==> src/logic/tld_pkg.sv <==
// shared constants and types for the three-state longline driver array
// assumes a single 20 MHz clock domain with a synchronous, active-high reset
//
// Function
// - control high floats the driver, control low passes the data input.
// - every logic cell owns two drivers, to the longline above and below.
// - each driver runs in one of four modes: buffer, wired-AND, wired OR-AND, off.
// - wired-AND ties control to data: low input pulls low, high releases.
// - wired OR-AND releases if either input is high, pulls low if both low.
// - with every open-drain driver released, the pull-up makes the line high.
// - an undriven line keeps its level; any driver or pull-up overrides that.
// - several drivers on one line form a multiplexer chosen by their controls.
// - each left and right edge pad block has one more driver of the same reach.
// - perimeter lines wire-AND pad signals and internal longlines as edge decoders.
package tld_pkg;

  // ==========================================================================
  // driver modes
  localparam int TLD_MODE_W = 2;

  typedef enum logic [TLD_MODE_W-1:0] {
    TLD_MODE_STD   = 2'b00,  // plain three-state buffer
    TLD_MODE_WAND  = 2'b01,  // open-drain, control tied to data
    TLD_MODE_ORAND = 2'b10,  // open-drain two-input OR
    TLD_MODE_OFF   = 2'b11   // unused driver, always released
  } tld_mode_t;

  // ==========================================================================
  // array geometry
  localparam int TLD_ROWS_DEF = 2;   // rows of logic cells
  localparam int TLD_COLS_DEF = 4;   // logic cells per row
  localparam int TLD_CELL_DRV = 2;   // drivers per logic cell
  localparam int TLD_EDGE_DRV = 2;   // edge pad drivers per row (left, right)
  localparam int TLD_EDGE_SIDES = 2; // perimeter decoder lines (left, right)

  // ==========================================================================
  // reset values
  localparam logic TLD_LINE_RST = 1'b1;  // keeper starts the lines high
  localparam logic TLD_CLASH_RST = 1'b0;
  localparam logic TLD_DEC_RST = 1'b0;
  localparam logic TLD_SYNC_RST = 1'b0;

endpackage

==> src/logic/tld_driver_cell.sv <==
// one three-state / open-drain longline driver cell
// assumes the caller resolves the shared line from pull_low and drive_high
`timescale 1ns/1ps

module tld_driver_cell (
  // configuration
  input wire tld_pkg::tld_mode_t i_mode,
  // driver inputs
  input wire logic i_data,
  input wire logic i_tri,
  input wire logic i_or_input_b,
  // drive towards the line
  output logic o_pull_low,
  output logic o_drive_high
);
  import tld_pkg::*;

  // ==========================================================================
  // mode decode; i_data doubles as or_input_a in the OR-AND mode
  always_comb begin
    o_pull_low = 1'b0;
    o_drive_high = 1'b0;
    case (i_mode)
      TLD_MODE_STD: begin
        o_pull_low = !i_tri && !i_data;
        o_drive_high = !i_tri && i_data;
      end
      TLD_MODE_WAND: begin
        // control follows data, so the cell never drives high
        o_pull_low = !i_data;
      end
      TLD_MODE_ORAND: begin
        o_pull_low = !(i_data || i_or_input_b);
      end
      default: begin
        o_pull_low = 1'b0; // unused driver stays off the line
      end
    endcase
  end

endmodule

==> src/logic/tld_longline_array.sv <==
// row-organised array of longline drivers with line resolution and edge decoders
// assumes driver controls come from logic on i_clk; pad inputs come from pins
`timescale 1ns/1ps

module tld_longline_array #(
  parameter int NR = tld_pkg::TLD_ROWS_DEF,
  parameter int NC = tld_pkg::TLD_COLS_DEF,
  parameter int NL = NR + 1,
  parameter int NDR = NC * tld_pkg::TLD_CELL_DRV + tld_pkg::TLD_EDGE_DRV,
  parameter int ND = NR * NDR,
  parameter int NP = NR * tld_pkg::TLD_EDGE_DRV
) (
  // clock and reset
  input wire logic i_clk,
  input wire logic i_rst,
  // per-driver configuration and inputs
  input wire logic [ND*tld_pkg::TLD_MODE_W-1:0] i_drv_mode,
  input wire logic [ND-1:0] i_drv_data,
  input wire logic [ND-1:0] i_drv_tri,
  input wire logic [ND-1:0] i_drv_or_b,
  // per-line pull-up enables
  input wire logic [NL-1:0] i_pullup_en,
  // pad inputs and edge decoder selects
  input wire logic [NP-1:0] i_pad_in,
  input wire logic [tld_pkg::TLD_EDGE_SIDES*NP-1:0] i_dec_pad_sel,
  input wire logic [tld_pkg::TLD_EDGE_SIDES*NL-1:0] i_dec_line_sel,
  // resolved lines and status
  output logic [NL-1:0] o_line,
  output logic [NL-1:0] o_contention,
  output logic [tld_pkg::TLD_EDGE_SIDES-1:0] o_edge_dec
);
  import tld_pkg::*;

  // ==========================================================================
  // driver placement
  // within a row: cell c owns driver 2c (line above) and 2c+1 (line below),
  // then the left and right edge pad drivers, both on the line above
  function automatic int drv_target(input int d);
    int row;
    int j;
    row = d / NDR;
    j = d % NDR;
    if (j < NC * TLD_CELL_DRV) begin
      drv_target = row + (j % TLD_CELL_DRV);
    end else begin
      drv_target = row;
    end
  endfunction

  function automatic logic [ND-1:0] line_mask(input int l);
    logic [ND-1:0] m;
    m = '0;
    for (int d = 0; d < ND; d++) begin
      if (drv_target(d) == l) begin
        m[d] = 1'b1;
      end
    end
    line_mask = m;
  endfunction

  // ==========================================================================
  // state
  typedef struct packed {
    logic [NL-1:0] line;
    logic [NL-1:0] clash;
    logic [TLD_EDGE_SIDES-1:0] dec;
    logic [NP-1:0] sync1;
    logic [NP-1:0] sync2;
    logic [NP-1:0] sync3;
    logic [NP-1:0] pad;
  } tld_state_t;

  tld_state_t state_reg;
  tld_state_t state_next;

  logic [ND-1:0] drv_low;
  logic [ND-1:0] drv_high;
  logic [NL-1:0] low_any;
  logic [NL-1:0] high_any;
  tld_mode_t drv_mode [ND];

  // ==========================================================================
  // driver cells, one per mode slice
  for (genvar d = 0; d < ND; d++) begin : g_drv
    assign drv_mode[d] = tld_mode_t'(i_drv_mode[d*TLD_MODE_W +: TLD_MODE_W]);

    tld_driver_cell tld_driver_cell_inst (
      .i_mode(drv_mode[d]),
      .i_data(i_drv_data[d]),
      .i_tri(i_drv_tri[d]),
      .i_or_input_b(i_drv_or_b[d]),
      .o_pull_low(drv_low[d]),
      .o_drive_high(drv_high[d])
    );
  end

  // ==========================================================================
  // gather the drivers that reach each line
  for (genvar l = 0; l < NL; l++) begin : g_gather
    localparam logic [ND-1:0] MASK = line_mask(l);
    assign low_any[l] = |(drv_low & MASK);
    assign high_any[l] = |(drv_high & MASK);
  end

  // ==========================================================================
  // next-state: line resolution, clash flags, pad filter, edge decoders
  // lines are registered, so the keeper is simply the held register value;
  // a clash resolves low, as the low-side pull is the stronger on real wires
  always_comb begin
    state_next = state_reg;
    for (int l = 0; l < NL; l++) begin
      if (low_any[l]) begin
        state_next.line[l] = 1'b0;
      end else if (high_any[l]) begin
        state_next.line[l] = 1'b1;
      end else if (i_pullup_en[l]) begin
        state_next.line[l] = 1'b1;
      end else begin
        state_next.line[l] = state_reg.line[l];
      end
    end
    // two standard drivers at odds show up here, not on the line
    state_next.clash = low_any & high_any;
    // pins pass three flops; a change counts once stages two and three agree
    state_next.sync1 = i_pad_in;
    state_next.sync2 = state_reg.sync1;
    state_next.sync3 = state_reg.sync2;
    for (int p = 0; p < NP; p++) begin
      if (state_reg.sync2[p] == state_reg.sync3[p]) begin
        state_next.pad[p] = state_reg.sync3[p];
      end
    end
    // perimeter wired-AND over the selected pads and longlines
    for (int s = 0; s < TLD_EDGE_SIDES; s++) begin
      state_next.dec[s] = &(~i_dec_pad_sel[s*NP +: NP] | state_reg.pad) &
                          &(~i_dec_line_sel[s*NL +: NL] | state_reg.line);
    end
  end

  // ==========================================================================
  // state register
  always_ff @(posedge i_clk) begin
    if (i_rst) begin
      state_reg.line <= {NL{TLD_LINE_RST}};
      state_reg.clash <= {NL{TLD_CLASH_RST}};
      state_reg.dec <= {TLD_EDGE_SIDES{TLD_DEC_RST}};
      state_reg.sync1 <= {NP{TLD_SYNC_RST}};
      state_reg.sync2 <= {NP{TLD_SYNC_RST}};
      state_reg.sync3 <= {NP{TLD_SYNC_RST}};
      state_reg.pad <= {NP{TLD_SYNC_RST}};
    end else begin
      state_reg <= state_next;
    end
  end

  // ==========================================================================
  // outputs, straight from the state register
  assign o_line = state_reg.line;
  assign o_contention = state_reg.clash;
  assign o_edge_dec = state_reg.dec;

  // ==========================================================================
  // checks on each driver cell
  for (genvar d = 0; d < ND; d++) begin : g_drv_chk

  end

  // ==========================================================================
  // checks on line resolution
  for (genvar l = 0; l < NL; l++) begin : g_line_chk

  end

  // ==========================================================================
  // checks on edge drivers, pad filter and decoders
  for (genvar r = 0; r < NR; r++) begin : g_edge_chk

  end

  for (genvar p = 0; p < NP; p++) begin : g_pad_chk

  end

  for (genvar s = 0; s < TLD_EDGE_SIDES; s++) begin : g_dec_chk

  end
endmodule

==> config.mk <==
export PLATFORM = sky130hd
export DESIGN_NAME = tld_longline_array
export DESIGN_NICKNAME = d
export VERILOG_FILES = /design/src/logic/tld_pkg.sv /design/src/logic/tld_driver_cell.sv /design/src/logic/tld_longline_array.sv
export SDC_FILE = /design/constraint.sdc
export NUM_CORES = 1
export LEC_CHECK = 0
export BUFFER_PORTS_ARGS = -buffer_cell sky130_fd_sc_hd__buf_2
export CAP_MARGIN = 30
export CELL_PAD_IN_SITES_DETAIL_PLACEMENT = 1
export CELL_PAD_IN_SITES_GLOBAL_PLACEMENT = 1
export CORE_UTILIZATION = 25
export DETAILED_ROUTE_END_ITERATION = 10
export HOLD_SLACK_MARGIN = 0.08
export PLACE_DENSITY = 0.84
export REMOVE_ABC_BUFFERS = 1
export SYNTH_ARGS = -nofsm -noshare
export SYNTH_HDL_FRONTEND = slang
export SYNTH_SLANG_ARGS = --single-unit
==> constraint.sdc <==
create_clock -name i_clk -period 1.8 [get_ports i_clk]
set_input_delay 0.36 -clock i_clk [delete_from_list [all_inputs] [get_ports i_clk]]
set_output_delay 0.36 -clock i_clk [all_outputs]
set_load 0.01 [all_outputs]
After elaboration in Yosys (flattened, before gate mapping) --
Cells that the tools add are included. W data, S select, Z words.
Storage, ports and cells: register bits after elaboration 24, output and inout port bits 8, word-level logic and storage cells 269
Cells by class: equality and inequality tests 44, multiplexer cells 49, bitwise operators 11, reduce and logical (&&, ||, !) cells 153
Operator list (count):
- $logic_not A1 Y1 | 60
- $pmux W1 S3 | 20
- $eq A2 B1 Y1 const B | 20
- $eq A2 B2 Y1 const B | 20
- $logic_and A1 B1 Y1 | 40
- $logic_not A2 Y1 | 20
- $mux W1 | 29
- $logic_or A1 B1 Y1 | 20
- $reduce_or A10 Y1 | 2
- $reduce_or A6 Y1 | 2
- $reduce_bool A3 Y1 | 3
- $not A4 Y4 | 2
- $or A4 B4 Y4 | 2
- $reduce_and A4 Y1 | 2
- $reduce_or A4 Y1 | 2
- $not A3 Y3 | 2
- $or A3 B3 Y3 | 2
- $reduce_and A3 Y1 | 2
- $eq A1 B1 Y1 | 4
- $and A3 B3 Y3 | 1
- $and A1 B1 Y1 | 2

Longest topological paths before layout --
Gate-level depths: netlist of the first run.
depth after elaboration 6, gate-level depth with buffers 5

Hierarchy --
Synthesis of the first run repeated with hierarchy kept, for this count alone.
Unflattened totals: cell total of the unflattened synthesis 181, area, all modules 1591.5 µm²
By module, submodules not included:
- tld_longline_array | times used 1, cells each 101, area an instance 940.9 µm², sequential area each 480.5 µm²
- tld_driver_cell | times used 20, cells each 4, area an instance 32.5 µm², sequential area each 0.0 µm²

Worst setup path after synthesis of the first run --
OpenSTA, ideal clock, no wires.
path type input to register, from in i_drv_tri[5], to reg state_reg (netlist bit o_contention[1]), arrival 1.276 ns, data required time 1.657 ns, slack 0.381 ns, stages 5, buffers on the path 0, cells stage by stage nor2b_1 a2111oi_0 or4_1 nor4_2 a311oi_1
On the way: longest elaborated chain between the ends 5
Ends and longest elaborated chain:
- from (decl) | RTL line tld_longline_array.sv:19 | input wire logic [ND-1:0] i_drv_tri,
- $logic_not A1 Y1 * | RTL line tld_driver_cell.sv:25, tld_driver_cell.sv:26
- $logic_and A1 B1 Y1, on equally long branches | RTL line tld_driver_cell.sv:25, tld_driver_cell.sv:26
- $pmux W1 S3 or $mux W1 (tied branches) | RTL line tld_driver_cell.sv:23 | case (i_mode)
- $reduce_or A10 Y1, on equally long branches | RTL line tld_longline_array.sv:101, tld_longline_array.sv:102
- $and A3 B3 Y3 * | RTL line tld_longline_array.sv:123 | state_next.clash = low_any & high_any;
- to (signal assigned) | RTL line tld_longline_array.sv:152 | state_reg <= state_next;
- to (decl) | RTL line tld_longline_array.sv:73 | tld_state_t state_reg;
Every way passes the cells marked *; elsewhere a longest branch is shown, timed or not. A chain may end at the register's enable or synchronous reset.

Final worst setup path of the first run --
from in i_drv_data[14], to reg state_reg (netlist bit o_line[1])
On the way: longest elaborated chain between the ends 5
Ends and longest elaborated chain:
- from (decl) | RTL line tld_longline_array.sv:18 | input wire logic [ND-1:0] i_drv_data,
- $logic_or A1 B1 Y1, or another cell as far along | RTL line tld_driver_cell.sv:33 | o_pull_low = !(i_data || i_or_input_b);
- $logic_not A1 Y1, or another cell as far along | RTL line tld_driver_cell.sv:33
- $pmux W1 S3 or $reduce_or A10 Y1 (tied branches) | RTL line tld_driver_cell.sv:23, tld_longline_array.sv:102
- $reduce_or A10 Y1 or $mux W1 (tied branches) | RTL line tld_longline_array.sv:101, tld_longline_array.sv:114
- $reduce_bool A3 Y1 (no line) or $mux W1 (tied branches)
Several ways; a longest one is shown, not always the timed one.

==> metrics.md, run 1 <==
| Metric | Value |
|---|---|
| Run status | finished clean |
| Diodes inserted | 0 |
| FP Rows | 28 |
| Most frequent cells in the layout | buf_2 (130), dfxtp_1 (24), nor4b_1 (22), nor2_1 (22), inv_1 (16) |
| Fin. Hold Viols | 0 |
| Max Used Layer | met4 |
| Met3 routed WL | ~280 um |
| Final worst-path cycle share | 0.7876 |
| Clock buffer depth | 2 |
| CTS clk-pin slew, worst paths | around 0.080 ns |
| GR Overflow Total | 0 |
| Max_cap viols | 0 |
| Cts hold-fix bufs | 0 |
| Final setup viols | 0 |
| Drt total wl | around 5.4 mm |
| Post-cts sizing count | 0 |
| Worst stage delay on the critical path | approximately 0.61 ns |
| Final hold slack | slightly above 0.3 ns |
| Number of port buffers | 130 |
| Die Span Y | between 80 and 90 um |
| Final Max Tran Viols | 0 |
| Number of global-route vias before repair | ~1900 |
| Routability cong. | a little over 0.8 |
| Fmax | a little over 700 MHz |
| Power Dens Cells | ~590 nW/um2 |
| Detailed Routing Iterations Pass 1 | 4 |
| M1 wire length | 2.075 mm |
| Largest net degree at the start of global routing | 24 |
| H-tree depth | 1 |
| CTS tree | done |
| Vias per cell | ~4.9 |
| Area growth, synth to finish | 47.27% |
| Dpl hpwl | ~5 mm |
| Fraction of registers with async set/reset | 0 |
| Slew Limit Headroom | 0.5571 |
| Root buffer selected by CTS | clkbuf_8 |
| Core utilization of the finished layout | 0.3868 |
| Post-layout min period | 1.418 ns |
| Cells after synthesis | roughly 200 |
| #FFs+latches synth | 24 |
| Synth Flop Type | dfxtp_1 |
| WS Path Type | in -> reg |
| CP max-delay cell | a2111oi_0 |
| Ratio of cells with drive above 1 in the final layout | 0.4211 |
| Initial antenna violation count | 0 |
| Num CTS Buffers | 3 |
| Cell Area, Synth | around 1600 um2 |
| Clock Latency Late Sink | around 0.26 ns |
| RSZ-0062 raised after global routing | false |
| Die X | between 80 and 90 um |
| Setup TNS | 0 ns |
| DR WL/cell | between 10 and 15 um |
| Met2 routed WL | between 2 and 3 mm |
| Hold WC Path Type | in -> reg |
| # IOs | roughly 130 |
| Avg Synthesized Cell Area | about 8 um2 |
| Yosys warns | 0 |
| Startpoint types | primary input |
| Endpoint type of the worst setup path | flop |
| Initial DRC count | between 40 and 50 |
| Netlist cell types | 30 |
| Cell chain of the critical path | buf_2 > nor4b_1 > a2111oi_0 > nand4_1 > a21o_1 |
| Final-layout fill cell count | around 800 |
| Finished Cell Area | ~2300 um2 |
| Critical path data required time | approximately 2 ns |
| Clock skew | ~0.0066 ns |
| Final #Nets | ~450 |
| Max VDD drop | 0.3090 mV |
| Vias | roughly 2000 |
| Routed Antenna Nets | 0 |
| Initial Utilization | 0.2627 |
| Residual DRC | 0 |
| Post-place instance area | roughly 2300 um2 |
| Core Region | 6026 um2 |
| Leakage | 1.106 nW |
| Setup bufs post-CTS | 0 |
| Arr. time, crit path | about 1.6 ns |
| Commonest non-fill, non-tap cell in the layout | buf_2 |
| CTS Sinks | 24 |
| GR Util All Layers | 0.1587 |
| Crit path max fanout | 3 |
| Slew @ Worst Pin | ~0.65 ns |
| Sequential share of the synthesized area | 0.3036 |
| Die area | 6654 um2 |
| Global-route wire length before repair | between 8 and 9 mm |
| Post-synth EDFFs | 0 |
==> path summary, 6_finish.rpt <==
kind	startpoint	end	slack (ns)	cells past startpoint
worst min register to register	state_next[9]	state_next[5]	0.45	1
worst min-delay path	i_pad_in[3]	state_next[11]	0.30	2
worst max register to register	state_reg[0]	o_edge_dec[1]	0.84	4
worst max-delay path	i_drv_data[14]	o_line[1]	0.38	5
==> stage by stage <==
| stage | power, mW | worst slack [ns] | std cells |
|---|---|---|---|
| finish | 1.373 | 0.3823 | 398 |
| floorplan | 0.7106 | 0.3807 | 189 |
| CTS | 1.393 | 0.3732 | 398 |
| detailed placement | 0.9263 | 0.08787 | 394 |
| global placement | 0.9101 | 0.1931 | 394 |
| global route | 1.457 | 0.2184 | 398 |
==> logic make-up (layout without fill, tap and decap cells) <==
group / after synthesis / after routing / share of synthesized area
multiplexers: 11 / 11 / 0.06957
flip-flops: 24 / 24 / 0.3036
buffers and inverters: 26 / 150 / 0.08064
AND/OR/NAND/NOR: 99 / 99 / 0.3897
AO/OA/AOI/OAI: 39 / 39 / 0.1565
==> power breakdown <==
part           switching (mW)  leakage, nW  internal [mW]
logic                   0.159        0.873          0.185
clock network           0.164       0.0357          0.297
registers              0.0129        0.197          0.555
total                   0.336         1.11           1.04
==> synthesized netlist by cell type, drive strengths merged, types with 2 or more instances <==
cell      n  share of area
o221ai    2          0.011
nor4      7          0.032
a21oi    11          0.035
a2111oi   3          0.017
nor2b    14          0.055
nand2b   13          0.051
nor4b    22           0.12
nor3b     5          0.024
nand4     3          0.016
inv      16          0.038
buf       8          0.038
o21ai     6          0.019
dfxtp    24           0.30
nand2     6          0.014
nor2     22          0.052
mux2i    11          0.070
nor3      6          0.019
clkbuf    2         0.0047
o22ai    10          0.040
==> final cells by class <==
class / count / area, um2 / area share
Sequential cell: 24 / 480.5 / 0.2061
Inverter: 16 / 60.06 / 0.02576
Multi-Input combinational cell: 149 / 974.7 / 0.4181
Clock inverter: 1 / 30.03 / 0.01288
Tap cell: 75 / 93.84 / 0.04026
Clock buffer: 3 / 41.29 / 0.01771
Timing Repair Buffer: 130 / 650.6 / 0.2791
==> worst max-delay path: cells and delay by family <==
family          cells  cell delay (ns)
compound gates      2             0.81
buf+inv             1             0.11
simple gates        2             0.31
==> routing by layer <==
| metal | vias to the layer above | track usage |
|---|---|---|
| met5 | - | 0 |
| met3 | 8 | 0.03333 |
| met4 | 0 | 0.03333 |
| met2 | 57 | 0.3117 |
| li1 | 978 | - |
| met1 | 909 | 0.1719 |
No activity file was read; power rests on OpenSTA's default activity.
==> run 2, diff against run 1 <==
CORE_UTILIZATION = 23   (was 25)
PLACE_DENSITY = 0.82   (was 0.84)
clock period = 1.3 ns   (was 1.8 ns; I/O delays follow)
==> run 2 against run 1 <==
  * The flow now finishes with violations (design-rule violations)
  * Clock skew rose by 0.00068 ns
  * Hold slack got worse by 0.11 ns
  * Combinational power up 51%
  * Worst setup slack lost 0.31 ns
  * Highest routed layer unchanged
  * Final area is 5.2% higher
  * Power grew 42%
  * Utilization fell by 0.95 points
  * Die area grew 8.5%
  * Non-clock buffer count up 13
  * Largest cell class unchanged
  * Sequential share of layout area shrank 1.0 points
==> metrics.md, run 2 (synthesis gave the netlist of run 1 again) <==
| Metric | Value |
|---|---|
| Final Max Tran Viols | 0 |
| Post-layout min period | ~1.2 ns |
| Cell-internal power | about 1.5 mW |
| Cell family with most CP delay | compound AO/OA/AOI/OAI gates |
| Vias per cell | roughly 4.8 |
| Leakage | 1.170 nW |
| Clock Latency Late Sink | about 0.27 ns |
| Met3 Track Usage GR | 0.03405 |
| Met1 usage | 0.1579 |
| WS Path Type | in -> reg |
| Run status | finished, violations left |
| Startpoint types | primary input |
| Met2 Use GR | 0.3043 |
| CP max-delay cell | a2111oi_1 |
| Crit path max fanout | 3 |
| Worst stage delay on the critical path | ~0.53 ns |
| Clock skew | approximately 0.0073 ns |
| Die area | ~7200 um2 |
| Pre-CTS WS | -0.3022 ns |
| Overall power | 1.950 mW |
| Max VDD drop | ~0.33 mV |
| Num CTS Buffers | 3 |
| Failing checks | design-rule violations |
| Setup slack after layout | about 0.068 ns |
| Fmax | a little over 800 MHz |
| Detailed Routing Iterations Pass 1 | 9 |
| Fin. Hold Viols | 0 |
| Diodes inserted | 0 |
| GR Overflow Total | 0 |
| Power Dens Cells | approximately 800 nW/um2 |
| Vias | between 1500 and 2000 |
| Final worst-path cycle share | 0.9474 |
| CTS tree | done |
| Global-route wire length before repair | 8.956 mm |
| Die Span Y | between 80 and 90 um |
| Largest net degree at the start of global routing | 15 |
| Clock buffer depth | 2 |
| Combinational fraction of design power | 0.266 |
| Slew Limit Headroom | 0.6487 |
| Max_cap viols | 0 |
| CTS Sinks | 24 |
| Cell chain of the critical path | buf_2 > nor4b_1 > a2111oi_1 > nand4_1 > a21o_1 |
| Cts hold-fix bufs | 0 |
| Final setup viols | 0 |
| Slew @ Worst Pin | between 0.5 and 0.6 ns |
| Fraction of power spent switching nets | 0.2477 |
| Root buffer selected by CTS | clkbuf_8 |
| Arr. time, crit path | between 1 and 1.5 ns |
| Most frequent cells in the layout | buf_2 (130), dfxtp_1 (24), nor4b_1 (22), nor2_1 (22), inv_1 (16) |
| Routability cong. | approximately 0.86 |
| Core Region | approximately 6500 um2 |
| Initial antenna violation count | 0 |
| Number of global-route vias before repair | approximately 2100 |
| H-tree depth | 1 |
| P_sw | slightly below 0.5 mW |
| CTS clk-pin slew, worst paths | 0.09 ns |
| Post-place instance area | between 2000 and 2500 um2 |
| Drt total wl | between 5 and 6 mm |
| Dpl hpwl | just under 5 mm |
| Area growth, synth to finish | 54.86% |
| FP Rows | 29 |
| DR WL/cell | 13.14 um |
| Ratio of cells with drive above 1 in the final layout | 0.4494 |
| Final #Nets | between 400 and 500 |
| Hold WC Path Type | in -> reg |
| Routed Antenna Nets | 0 |
| Sequential power share | 0.403 |
| Number of port buffers | 130 |
| GR Util All Layers | 0.1520 |
| Commonest non-fill, non-tap cell in the layout | buf_2 |
| Clk network pwr share | 0.331 |
| Critical path data required time | approximately 1.5 ns |
| Initial Utilization | 0.2437 |
| Residual DRC | 7 |
| Endpoint type of the worst setup path | flop |
| Die X | ~85 um |
| Finished Cell Area | approximately 2500 um2 |
| Initial DRC count | 53 |
| Most used routing layer | met2 |
| WP buf/inv | 1 |
| # IOs | between 100 and 150 |
| RSZ-0062 raised after global routing | false |
-- run 2: changes by cell type in the layout (fill, tap and decap cells not counted), sizes merged --
| cell | before | now |
|---|---|---|
| buf | 130 | 143 |
-- run 2: layout make-up --
type	instances	area, um2
fillers	836	4044
flip-flops and latches	24	480.5
well taps	77	96.34
multi-input cells	149	994.7
repair buffers	143	748.2
clock buffers	3	41.29
inverters	16	60.06
clock inverters	1	30.03
-- run 2: worst register-to-register path: cells and delay by family, from the launching register on --
kind	cells	cell delay, ns
DFF	1	0.36
buffers and inverters	1	0.06
AOI/OAI and AO/OA	2	0.25
and+or+nand+nor	1	0.17
-- run 2: stage by stage --
| stage | hold slack (ns) | setup TNS [ns] | utilization | std cells |
|---|---|---|---|---|
| finish | 0.1926 | 0 | 0.3774 | 413 |
| global route | 0.2050 | 0 | 0.3774 | 413 |
| global placement | 0.4172 | -0.5834 | 0.3633 | 409 |
| CTS | 0.1880 | 0 | 0.3745 | 413 |
| detailed placement | 0.4324 | -0.7123 | 0.3633 | 409 |
| floorplan | 0.3291 | -0.01927 | - | 189 |
-- run 2: what timing repair did --
item	4_1_cts	5_1_grt
setup buffers	0	0
resized for setup	1	4
setup endpoints to repair	1	2
pin swaps	0	0
hold endpoints to repair	0	0
-- run 2: worst paths after layout --
check	startpoint	end	slack, ns	depth (start not counted)
worst max-delay path	i_drv_data[14]	o_line[1]	0.07	5
worst min-delay path	i_pad_in[2]	state_next[10]	0.19	2
worst max register to register	state_reg[0]	o_edge_dec[0]	0.39	4
worst min register to register	state_next[8]	state_next[4]	0.44	1
-- run 2: power by group through the flow --
stage,clock (mW),sequential (mW),combinational (mW)
after floorplan,0,0.808,0.176
after global placement,0,0.802,0.489
after detailed placement,0,0.805,0.509
after CTS,0.672,0.787,0.512
after global routing,0.700,0.791,0.574
final,0.645,0.786,0.518
-- run 2: per-layer routing --
layer / vias to the layer above / part of all wire
li1: 1001 / -
met1: 912 / 0.39
met2: 67 / 0.53
met3: 8 / 0.060
met4: 0 / 0.019
met5: - / 0
